$ cat src/aic_pkg.sv
// Shared constants and types for the light-sensor interrupt and sleep block.
package aic_pkg;

  localparam logic [7:0] STATUS_ADDR = 8'h93;
  localparam logic [7:0] IRQ_SLEEP_CFG_ADDR = 8'hAB;
  localparam logic [7:0] AUTOZERO_CFG_ADDR = 8'hD6;
  localparam logic [7:0] IRQ_ENABLE_ADDR = 8'hDD;

  localparam int SATURATION_BIT = 7;
  localparam int LIGHT_IRQ_BIT = 4;
  localparam int READ_CLEAR_BIT = 7;
  localparam int SLEEP_AFTER_IRQ_BIT = 4;
  localparam int START_MODE_BIT = 7;

  localparam logic [7:0] FLAG_MASK = 8'h90;
  localparam logic [7:0] IRQ_SLEEP_CFG_RST = 8'h0C;
  localparam logic [7:0] IRQ_SLEEP_CFG_WMASK = 8'h9F;
  localparam logic [7:0] AUTOZERO_CFG_RST = 8'h7F;
  localparam logic [7:0] IRQ_ENABLE_RST = 8'h00;
  localparam logic [7:0] IRQ_ENABLE_WMASK = 8'h90;

  localparam logic [6:0] PERIOD_NEVER = 7'h00;
  localparam logic [6:0] PERIOD_FIRST_ONLY = 7'h7F;

  typedef struct packed {
    logic wr;
    logic rd;
    logic [7:0] addr;
    logic [7:0] wdata;
  } aic_reg_req_type;

  typedef struct packed {
    logic sat_event;
    logic light_event;
    logic cycle_start;
    logic cycle_end;
  } aic_meas_type;

  typedef struct packed {
    logic int_o;
    logic int_oe;
  } aic_pin_type;

  typedef struct packed {
    logic [7:0] status;
    logic [7:0] irq_sleep_cfg;
    logic [7:0] autozero_cfg;
    logic [7:0] irq_enable;
    logic [7:0] rdata;
    logic sleep;
    logic first_pending;
    logic [6:0] iter_cnt;
    logic autozero_run;
    logic start_from_prev;
  } aic_state_type;

endpackage

$ cat src/aic_ctrl.sv
// Interrupt, sleep-after-interrupt and auto-zero scheduling control.
// How it works
// - Read-clear bit set: status read clears flags.
// - Sleep bit and interrupt: power down at cycle end.
// - Oscillator runs with power on, stops in sleep.
// - Start mode 0: offset search starts at zero.
// - Start mode 1: search starts at previous offset.
// - Auto-zero runs every nth measurement iteration.
// - Period 0 never; 7Fh only first cycle.
// - Saturation enable gates saturation interrupt source.
// - Light enable gates measurement interrupt source.
// - Previous start faster average; zero better worst.
// - Saturation flag set on saturation, write-1 clears.
// - Measurement flag shows interrupt, write-1 clears.
`timescale 1ns/1ps

module aic_ctrl
(
  input wire logic core_clk,
  input wire logic rst_b,
  input wire aic_pkg::aic_reg_req_type reg_req,
  output logic [7:0] reg_rdata,
  input wire logic power_on,
  input wire aic_pkg::aic_meas_type meas,
  output aic_pkg::aic_pin_type int_pin,
  input wire logic int_i,
  output logic osc_run,
  output logic autozero_run,
  output logic start_from_prev
);

  logic rst_meta_b_r;
  logic rst_sync_b_r;
  aic_pkg::aic_state_type st_r;
  aic_pkg::aic_state_type st_nxt;
  logic irq_active;
  logic read_status;
  logic [7:0] w1c;
  logic [7:0] set_flags;
  logic [7:0] rd_clear;

  // Asynchronous assert, synchronous release of the reset.
  always_ff @(posedge core_clk or negedge rst_b)
  begin
    if (!rst_b)
    begin
      rst_meta_b_r <= 1'h0;
      rst_sync_b_r <= 1'h0;
    end
    else
    begin
      rst_meta_b_r <= 1'h1;
      rst_sync_b_r <= rst_meta_b_r;
    end
  end

  function automatic logic wr_hit(input aic_pkg::aic_reg_req_type r,
                                  input logic [7:0] a);
    wr_hit = r.wr && (r.addr == a);
  endfunction

  // Enabled flags drive the pin; the pin itself is open drain.
  assign irq_active = |(st_r.status & st_r.irq_enable &
                        aic_pkg::FLAG_MASK);
  assign read_status = reg_req.rd && (reg_req.addr == aic_pkg::STATUS_ADDR);

  always_comb
  begin
    st_nxt = st_r;
    set_flags = 8'h00;
    set_flags[aic_pkg::SATURATION_BIT] = meas.sat_event;
    set_flags[aic_pkg::LIGHT_IRQ_BIT] = meas.light_event;
    w1c = 8'h00;
    if (wr_hit(reg_req, aic_pkg::STATUS_ADDR))
    begin
      w1c = reg_req.wdata & aic_pkg::FLAG_MASK;
    end
    rd_clear = 8'h00;
    if (read_status && st_r.irq_sleep_cfg[aic_pkg::READ_CLEAR_BIT])
    begin
      rd_clear = aic_pkg::FLAG_MASK;
    end
    // A new event in the clearing cycle survives the clear.
    st_nxt.status = ((st_r.status & ~(w1c | rd_clear)) | set_flags) &
                    aic_pkg::FLAG_MASK;

    if (wr_hit(reg_req, aic_pkg::IRQ_SLEEP_CFG_ADDR))
    begin
      // Reserved low nibble is stored but steers nothing.
      st_nxt.irq_sleep_cfg = (reg_req.wdata &
                              aic_pkg::IRQ_SLEEP_CFG_WMASK);
    end
    if (wr_hit(reg_req, aic_pkg::AUTOZERO_CFG_ADDR))
    begin
      st_nxt.autozero_cfg = reg_req.wdata;
    end
    if (wr_hit(reg_req, aic_pkg::IRQ_ENABLE_ADDR))
    begin
      st_nxt.irq_enable = reg_req.wdata & aic_pkg::IRQ_ENABLE_WMASK;
    end

    case (reg_req.addr)
      aic_pkg::STATUS_ADDR: st_nxt.rdata = st_r.status;
      aic_pkg::IRQ_SLEEP_CFG_ADDR: st_nxt.rdata = st_r.irq_sleep_cfg;
      aic_pkg::AUTOZERO_CFG_ADDR: st_nxt.rdata = st_r.autozero_cfg;
      aic_pkg::IRQ_ENABLE_ADDR: st_nxt.rdata = st_r.irq_enable;
      default: st_nxt.rdata = 8'h00;
    endcase

    // Sleep is entered only at a cycle end and leaves no trace in the
    // registers; it ends at the first clock edge after the pin is released.
    if (!power_on || !st_r.irq_sleep_cfg[aic_pkg::SLEEP_AFTER_IRQ_BIT] ||
        int_i)
    begin
      st_nxt.sleep = 1'h0;
    end
    else if (meas.cycle_end && !int_i)
    begin
      st_nxt.sleep = 1'h1;
    end

    // Auto-zero scheduling at each measurement start.
    st_nxt.autozero_run = 1'h0;
    st_nxt.start_from_prev =
      st_r.autozero_cfg[aic_pkg::START_MODE_BIT];
    if (!power_on)
    begin
      st_nxt.first_pending = 1'h1;
      st_nxt.iter_cnt = 7'h00;
    end
    else if (meas.cycle_start)
    begin
      st_nxt.first_pending = 1'h0;
      case (st_r.autozero_cfg[6:0])
        aic_pkg::PERIOD_NEVER:
        begin
          st_nxt.autozero_run = 1'h0;
        end
        aic_pkg::PERIOD_FIRST_ONLY:
        begin
          st_nxt.autozero_run = st_r.first_pending;
        end
        default:
        begin
          st_nxt.autozero_run = (st_r.iter_cnt == 7'h00);
          if (st_r.iter_cnt >= st_r.autozero_cfg[6:0] - 7'h01)
          begin
            st_nxt.iter_cnt = 7'h00;
          end
          else
          begin
            st_nxt.iter_cnt = st_r.iter_cnt + 7'h01;
          end
        end
      endcase
    end
  end

  always_ff @(posedge core_clk or negedge rst_sync_b_r)
  begin
    if (!rst_sync_b_r)
    begin
      st_r.status <= 8'h00;
      st_r.irq_sleep_cfg <= aic_pkg::IRQ_SLEEP_CFG_RST;
      st_r.autozero_cfg <= aic_pkg::AUTOZERO_CFG_RST;
      st_r.irq_enable <= aic_pkg::IRQ_ENABLE_RST;
      st_r.rdata <= 8'h00;
      st_r.sleep <= 1'h0;
      st_r.first_pending <= 1'h1;
      st_r.iter_cnt <= 7'h00;
      st_r.autozero_run <= 1'h0;
      st_r.start_from_prev <= 1'h0;
    end
    else
    begin
      st_r <= st_nxt;
    end
  end

  assign reg_rdata = st_r.rdata;
  assign int_pin = '{int_o: 1'h0, int_oe: irq_active};
  // The live pin gates the oscillator too, so a released interrupt restarts
  // it in that very cycle instead of one edge later.
  assign osc_run = power_on &&
    !(st_r.sleep && !int_i &&
      st_r.irq_sleep_cfg[aic_pkg::SLEEP_AFTER_IRQ_BIT]);
  assign autozero_run = st_r.autozero_run;
  assign start_from_prev = st_r.start_from_prev;

  property p_read_clear;
    @(posedge core_clk) disable iff (!rst_sync_b_r)
    (read_status && st_r.irq_sleep_cfg[7] && !meas.sat_event &&
     !meas.light_event) |=> (st_r.status == 8'h00);
  endproperty
  a_read_clear: assert property (p_read_clear)
    else $error("status not cleared by read");

  property p_sleep_entry;
    @(posedge core_clk) disable iff (!rst_sync_b_r)
    (meas.cycle_end && power_on && st_r.irq_sleep_cfg[4] && !int_i)
    |=> st_r.sleep;
  endproperty
  a_sleep_entry: assert property (p_sleep_entry)
    else $error("no sleep after interrupt at cycle end");

  property p_osc_off;
    @(posedge core_clk) disable iff (!rst_sync_b_r)
    (power_on && (int_i ||
     !st_r.irq_sleep_cfg[aic_pkg::SLEEP_AFTER_IRQ_BIT])) |-> osc_run;
  endproperty
  a_osc_off: assert property (p_osc_off)
    else $error("oscillator stopped while it must run");

  property p_wake;
    @(posedge core_clk) disable iff (!rst_sync_b_r)
    (st_r.sleep && int_i) |=> !st_r.sleep;
  endproperty
  a_wake: assert property (p_wake)
    else $error("device did not wake on released interrupt");

  property p_start_mode;
    @(posedge core_clk) disable iff (!rst_sync_b_r)
    ##1 (start_from_prev == $past(st_r.autozero_cfg[7]));
  endproperty
  a_start_mode: assert property (p_start_mode)
    else $error("start mode output wrong");

  property p_never;
    @(posedge core_clk) disable iff (!rst_sync_b_r)
    (st_r.autozero_cfg[6:0] == 7'h00) |=> !autozero_run;
  endproperty
  a_never: assert property (p_never)
    else $error("auto-zero ran with period zero");

  property p_first_only;
    @(posedge core_clk) disable iff (!rst_sync_b_r)
    (meas.cycle_start && power_on && !st_r.first_pending &&
     st_r.autozero_cfg[6:0] == 7'h7F) |=> !autozero_run;
  endproperty
  a_first_only: assert property (p_first_only)
    else $error("auto-zero ran after first cycle");

  property p_every_nth;
    @(posedge core_clk) disable iff (!rst_sync_b_r)
    (meas.cycle_start && power_on && st_r.iter_cnt == 7'h00 &&
     st_r.autozero_cfg[6:0] != 7'h00 && st_r.autozero_cfg[6:0] != 7'h7F)
    |=> autozero_run;
  endproperty
  a_every_nth: assert property (p_every_nth)
    else $error("auto-zero missed its iteration");

  property p_sat_set;
    @(posedge core_clk) disable iff (!rst_sync_b_r)
    meas.sat_event |=> st_r.status[7];
  endproperty
  a_sat_set: assert property (p_sat_set)
    else $error("saturation flag not set");

  property p_w1c;
    @(posedge core_clk) disable iff (!rst_sync_b_r)
    (reg_req.wr && reg_req.addr == aic_pkg::STATUS_ADDR &&
     reg_req.wdata[aic_pkg::LIGHT_IRQ_BIT] && !meas.light_event)
    |=> !st_r.status[aic_pkg::LIGHT_IRQ_BIT];
  endproperty
  a_w1c: assert property (p_w1c)
    else $error("light flag not cleared by write");

  property p_pin;
    @(posedge core_clk) disable iff (!rst_sync_b_r)
    int_pin.int_oe == ((st_r.status[7] && st_r.irq_enable[7]) ||
                       (st_r.status[4] && st_r.irq_enable[4]));
  endproperty
  a_pin: assert property (p_pin)
    else $error("interrupt pin disagrees with enabled flags");

  property p_osc_pwr;
    @(posedge core_clk) disable iff (!rst_sync_b_r)
    !power_on |-> !osc_run;
  endproperty
  a_osc_pwr: assert property (p_osc_pwr)
    else $error("oscillator running without power");

  property p_sleep_stop;
    @(posedge core_clk) disable iff (!rst_sync_b_r)
    (st_r.sleep && !int_i &&
     st_r.irq_sleep_cfg[aic_pkg::SLEEP_AFTER_IRQ_BIT]) |-> !osc_run;
  endproperty
  a_sleep_stop: assert property (p_sleep_stop)
    else $error("oscillator running in sleep after interrupt");

  property p_light_set;
    @(posedge core_clk) disable iff (!rst_sync_b_r)
    meas.light_event |=> st_r.status[aic_pkg::LIGHT_IRQ_BIT];
  endproperty
  a_light_set: assert property (p_light_set)
    else $error("light flag not set");

  property p_sat_w1c;
    @(posedge core_clk) disable iff (!rst_sync_b_r)
    (reg_req.wr && reg_req.addr == aic_pkg::STATUS_ADDR &&
     reg_req.wdata[aic_pkg::SATURATION_BIT] && !meas.sat_event)
    |=> !st_r.status[aic_pkg::SATURATION_BIT];
  endproperty
  a_sat_w1c: assert property (p_sat_w1c)
    else $error("saturation flag not cleared by write");

  c_sleep: cover property (@(posedge core_clk) disable iff (!rst_sync_b_r)
    $rose(st_r.sleep));
  c_wake: cover property (@(posedge core_clk) disable iff (!rst_sync_b_r)
    $fell(st_r.sleep));
  c_az: cover property (@(posedge core_clk) disable iff (!rst_sync_b_r)
    autozero_run);
  c_rdclr: cover property (@(posedge core_clk) disable iff (!rst_sync_b_r)
    read_status && st_r.irq_sleep_cfg[7] && |st_r.status);

endmodule // aic_ctrl

$ cat config.mk
export PLATFORM = sky130hd
export DESIGN_NAME = aic_ctrl
export DESIGN_NICKNAME = d
export VERILOG_FILES = /design/src/aic_pkg.sv /design/src/aic_ctrl.sv
export SDC_FILE = /design/constraint.sdc
export NUM_CORES = 1
export LEC_CHECK = 0
export ABC_AREA = 1
export BUFFER_PORTS_ARGS = -buffer_cell sky130_fd_sc_hd__buf_2
export CORE_MARGIN = 1
export CORE_UTILIZATION = 56
export CTS_CLUSTER_DIAMETER = 120
export DETAILED_ROUTE_END_ITERATION = 10
export PLACE_DENSITY = 0.82
export SETUP_SLACK_MARGIN = 0.05
export SYNTH_ARGS = -nofsm -noshare
export SYNTH_HDL_FRONTEND = slang
export SYNTH_SLANG_ARGS = --single-unit
$ cat constraint.sdc
create_clock -name core_clk -period 1.5 [get_ports core_clk]
set_input_delay 0.3 -clock core_clk [delete_from_list [all_inputs] [get_ports core_clk]]
set_output_delay 0.3 -clock core_clk [all_outputs]
set_load 0.01 [all_outputs]
==> impl_results.md <==
* H-Tree Level Count at 2
* CTS tree: built
* Fmax at between 0.4 and 0.5 GHz
* DRT Pass-1 Iters at 4
* Fin cells at 401
* Reg clk slew, reported paths at ~0.080 ns
* Tot Pwr at ~2.4 mW
* Share of the synthesized area in the top cell type at roughly 31%
* Die width at 66.5 um
* Die ar. at ~4400 sq um
* GR Overflow Total at 0
* Worst setup SP type: register
* Crit path DAT at roughly 2.3 ns
* Root Buffer: clkbuf_8
* CTS max path bufs at 2
* Crit end category: register
* Largest net degree at the start of global routing at 38
* DR WL/cell at about 13 um
* Period Utilization, post-route at 137%
* Mapped Nets at between 300 and 400
* Synth async-reset ratio at 100%
* Final Cell Area at ~3000 sq um
* Antenna viol nets, final at 0
* Synthesized area per cell at roughly 8 sq um
* Post-route clock skew at 0.00556 ns
* Starting density of the core at approximately 60%
* Rows at 23
* Placed cells at 386
* Final Setup Violations at 7
* Max_cap viols at 0
* Clock sink count at 39
* Failing checks: setup timing
* Initial antenna violation count at 0
* WL final at approximately 5.1 mm
* Ys flop type: dfrtp_1
* Num ports at 39
* Routability cong. at between 0.8 and 0.9
* Final Hold Vio Count at 0
* Layout cells sized above 1 at about 37%
* Pwr Density at just over 800 nW/um^2
* Die height at approximately 67 um
* Worst path cell trace: inv_4 > ha_4 > nand3_2 > xor2_1 > ha_1 > nand2_2 > inv_2 > nand2_2 > nand3_2 > a21oi_4 > nand3_1 > nand2_1
* Syn Inst Count at about 300
* Placeable Area at about 4000 sq um
* First-pass GRT wire length at between 8 and 9 mm
* Post-Syn Area at 2330 sq um
* Leakage dissipation at 1.66 nW
* Clock Latency Late Sink at around 0.29 ns
* RSZ-0062 raised after global routing: true
* Worst VDD drop at approximately 0.66 mV
* Main area contributors after synthesis: dfrtp_1 (31%), nand2_1 (13%), dfstp_2 (11%)
* Critical-path top delay cell: dfstp_2
* Drt via density at between 5 and 6
* # nets final at 388
* Count leader, synth: nand2_1
* Top delay family on crit path: flip-flops
* Antenna cell count at 0
* I/O Buffers at 37
* FF+latch count, synth at 39
* Crit path time final at 2.06 ns
* Post-synth EDFFs at 0
* Outcome: finished with violations
* Post-synth cell types at 34
* Layout area overhead at 25.9%
* Post-synth top area cell: dfrtp_1
* Worst min-delay path category: input port to register
* Required time of the critical path at 1.74 ns
* Post-DP Area at roughly 2700 sq um
* Post-synth top cells: nand2_1 (80), inv_1 (42), dfrtp_1 (29)
* Crit-path max cell delay at 0.57 ns
* YS warnings at 0
* Setup CP Type: register to register
* Vias at approximately 2,000
* Setup TNS at -3.56 ns
* # DRC at 0
* Iteration-0 DRC count of the detailed router at about 140
* Worst slack, placed at -0.489 ns
* Vias in the first global route at around 1,900
* CP bufs+invs at 2
* Total track usage at between 20% and 30%
* Num CTS Buffers at 5
* Final slew viol count at 0
* Final worst setup slack at -0.555 ns
* Register area share after synthesis at between 40% and 50%
* Worst Path Max Fanout at 4
* Dpl hpwl at 3.59 mm
## cells in the final DEF, fill, tap and decap left out, types with 6 or more instances in the layout
cell,synthesis,final
clkbuf_8,0,6
buf_4,10,25
nor2_1,14,13
inv_1,42,38
buf_2,0,37
ha_1,12,9
dfrtp_1,29,29
nand3_2,0,7
nand2_1,80,72
dfstp_2,10,10
nand2_2,7,14
nand3_1,27,20
nor3_1,7,6
o21ai_2,4,6
o21ai_1,7,7
## worst paths after layout
kind / start / to / slack (ns) / cells after the start
hold / removal: meas[2] / st_r[47]$_DFF_PN0_ / 0.20 / 2
min in group asynchronous: rst_sync_b_r$_DFF_PN0_ / autozero_run$_DFF_PN0_ / 0.28 / 1
setup / recovery: st_r[27]$_DFFE_PN1P_ / st_r[8]$_DFFE_PN0P_ / -0.56 / 12
setup reg to reg: st_r[27]$_DFFE_PN1P_ / st_r[8]$_DFFE_PN0P_ / -0.56 / 12
hold reg to reg: rst_sync_b_r$_DFF_PN0_ / autozero_run$_DFF_PN0_ / 0.28 / 1
max in group asynchronous: rst_sync_b_r$_DFF_PN0_ / st_r[33]$_DFFE_PN1P_ / 0.87 / 1
## cell type report
| cell class | instances | area [sq um] |
|---|---|---|
| multi-input cells | 196 | 1190 |
| fillers | 287 | 1060 |
| flip-flops and latches | 39 | 988 |
| repair buffers | 64 | 403 |
| inverters | 44 | 170 |
| clock buffers | 6 | 82.6 |
| well taps | 50 | 62.6 |
| clock inverters | 2 | 35.0 |
## power by group
group | total [mW] | switching [mW] | leakage [nW] | internal [mW]
Combinational | 0.356 | 0.198 | 1.11 | 0.158
Clock | 0.907 | 0.369 | 0.0612 | 0.538
Sequential | 1.15 | 0.0366 | 0.490 | 1.11
Total | 2.41 | 0.604 | 1.66 | 1.81
## worst register-to-register path, delay by kind of cell (launching register included)
kind / cells / cell delay (ns)
AND/OR/NAND/NOR: 6 / 0.53
flip-flops: 1 / 0.57
AO/OA/AOI/OAI: 1 / 0.20
XOR/XNOR: 1 / 0.15
adder cells (fa/ha/maj): 2 / 0.44
buffers and inverters: 2 / 0.12
## logic make-up after synthesis
| kind of cell | Yosys count | synth area share [%] |
|---|---|---|
| AO/OA/AOI/OAI | 30 | 8.21 |
| XOR/XNOR | 5 | 1.88 |
| adder cells (fa/ha/maj) | 12 | 6.44 |
| buffers and inverters | 57 | 11.6 |
| flip-flops | 39 | 42.4 |
| other | 2 | 0.322 |
| AND/OR/NAND/NOR | 147 | 29.1 |
## flip-flops by register name, summed over array words and instances, names as in the netlist
signal and count:
autozero_run 1, st_r 26, st_nxt 1, rst_meta_b_r 1, start_from_prev 1, reg_rdata 8
rst_sync_b_r 1
## per-stage QoR
stage / hold slack (ns) / utilization [%]
floorplan: 0.00441 / -
global placement: 0.0862 / 67.1
detailed placement: 0.0870 / 67.1
CTS: 0.191 / 71.7
global route: 0.193 / 73.4
finish: 0.198 / 73.4
## per-layer routing
| layer | up-vias | part of all wire [%] | track usage, % |
|---|---|---|---|
| met1 | 946 | 44 | 31.0 |
| met4 | 0 | 1.9 | 12.0 |
| met2 | 56 | 51 | 41.8 |
| met5 | - | 0 | 0 |
| li1 | 1031 | - | - |
| met3 | 13 | 3.6 | 3.77 |
## repair_timing
action / 4_1_cts / 5_1_grt
pin swaps: 12 / 14
hold buffers: 1 / 0
gates resized for setup: 10 / 10
setup buffers: 3 / 3
endpoints found under the setup margin: 8 / 8
hold endpoints to repair: 2 / 0
No activity file was read; power rests on OpenSTA's default activity.
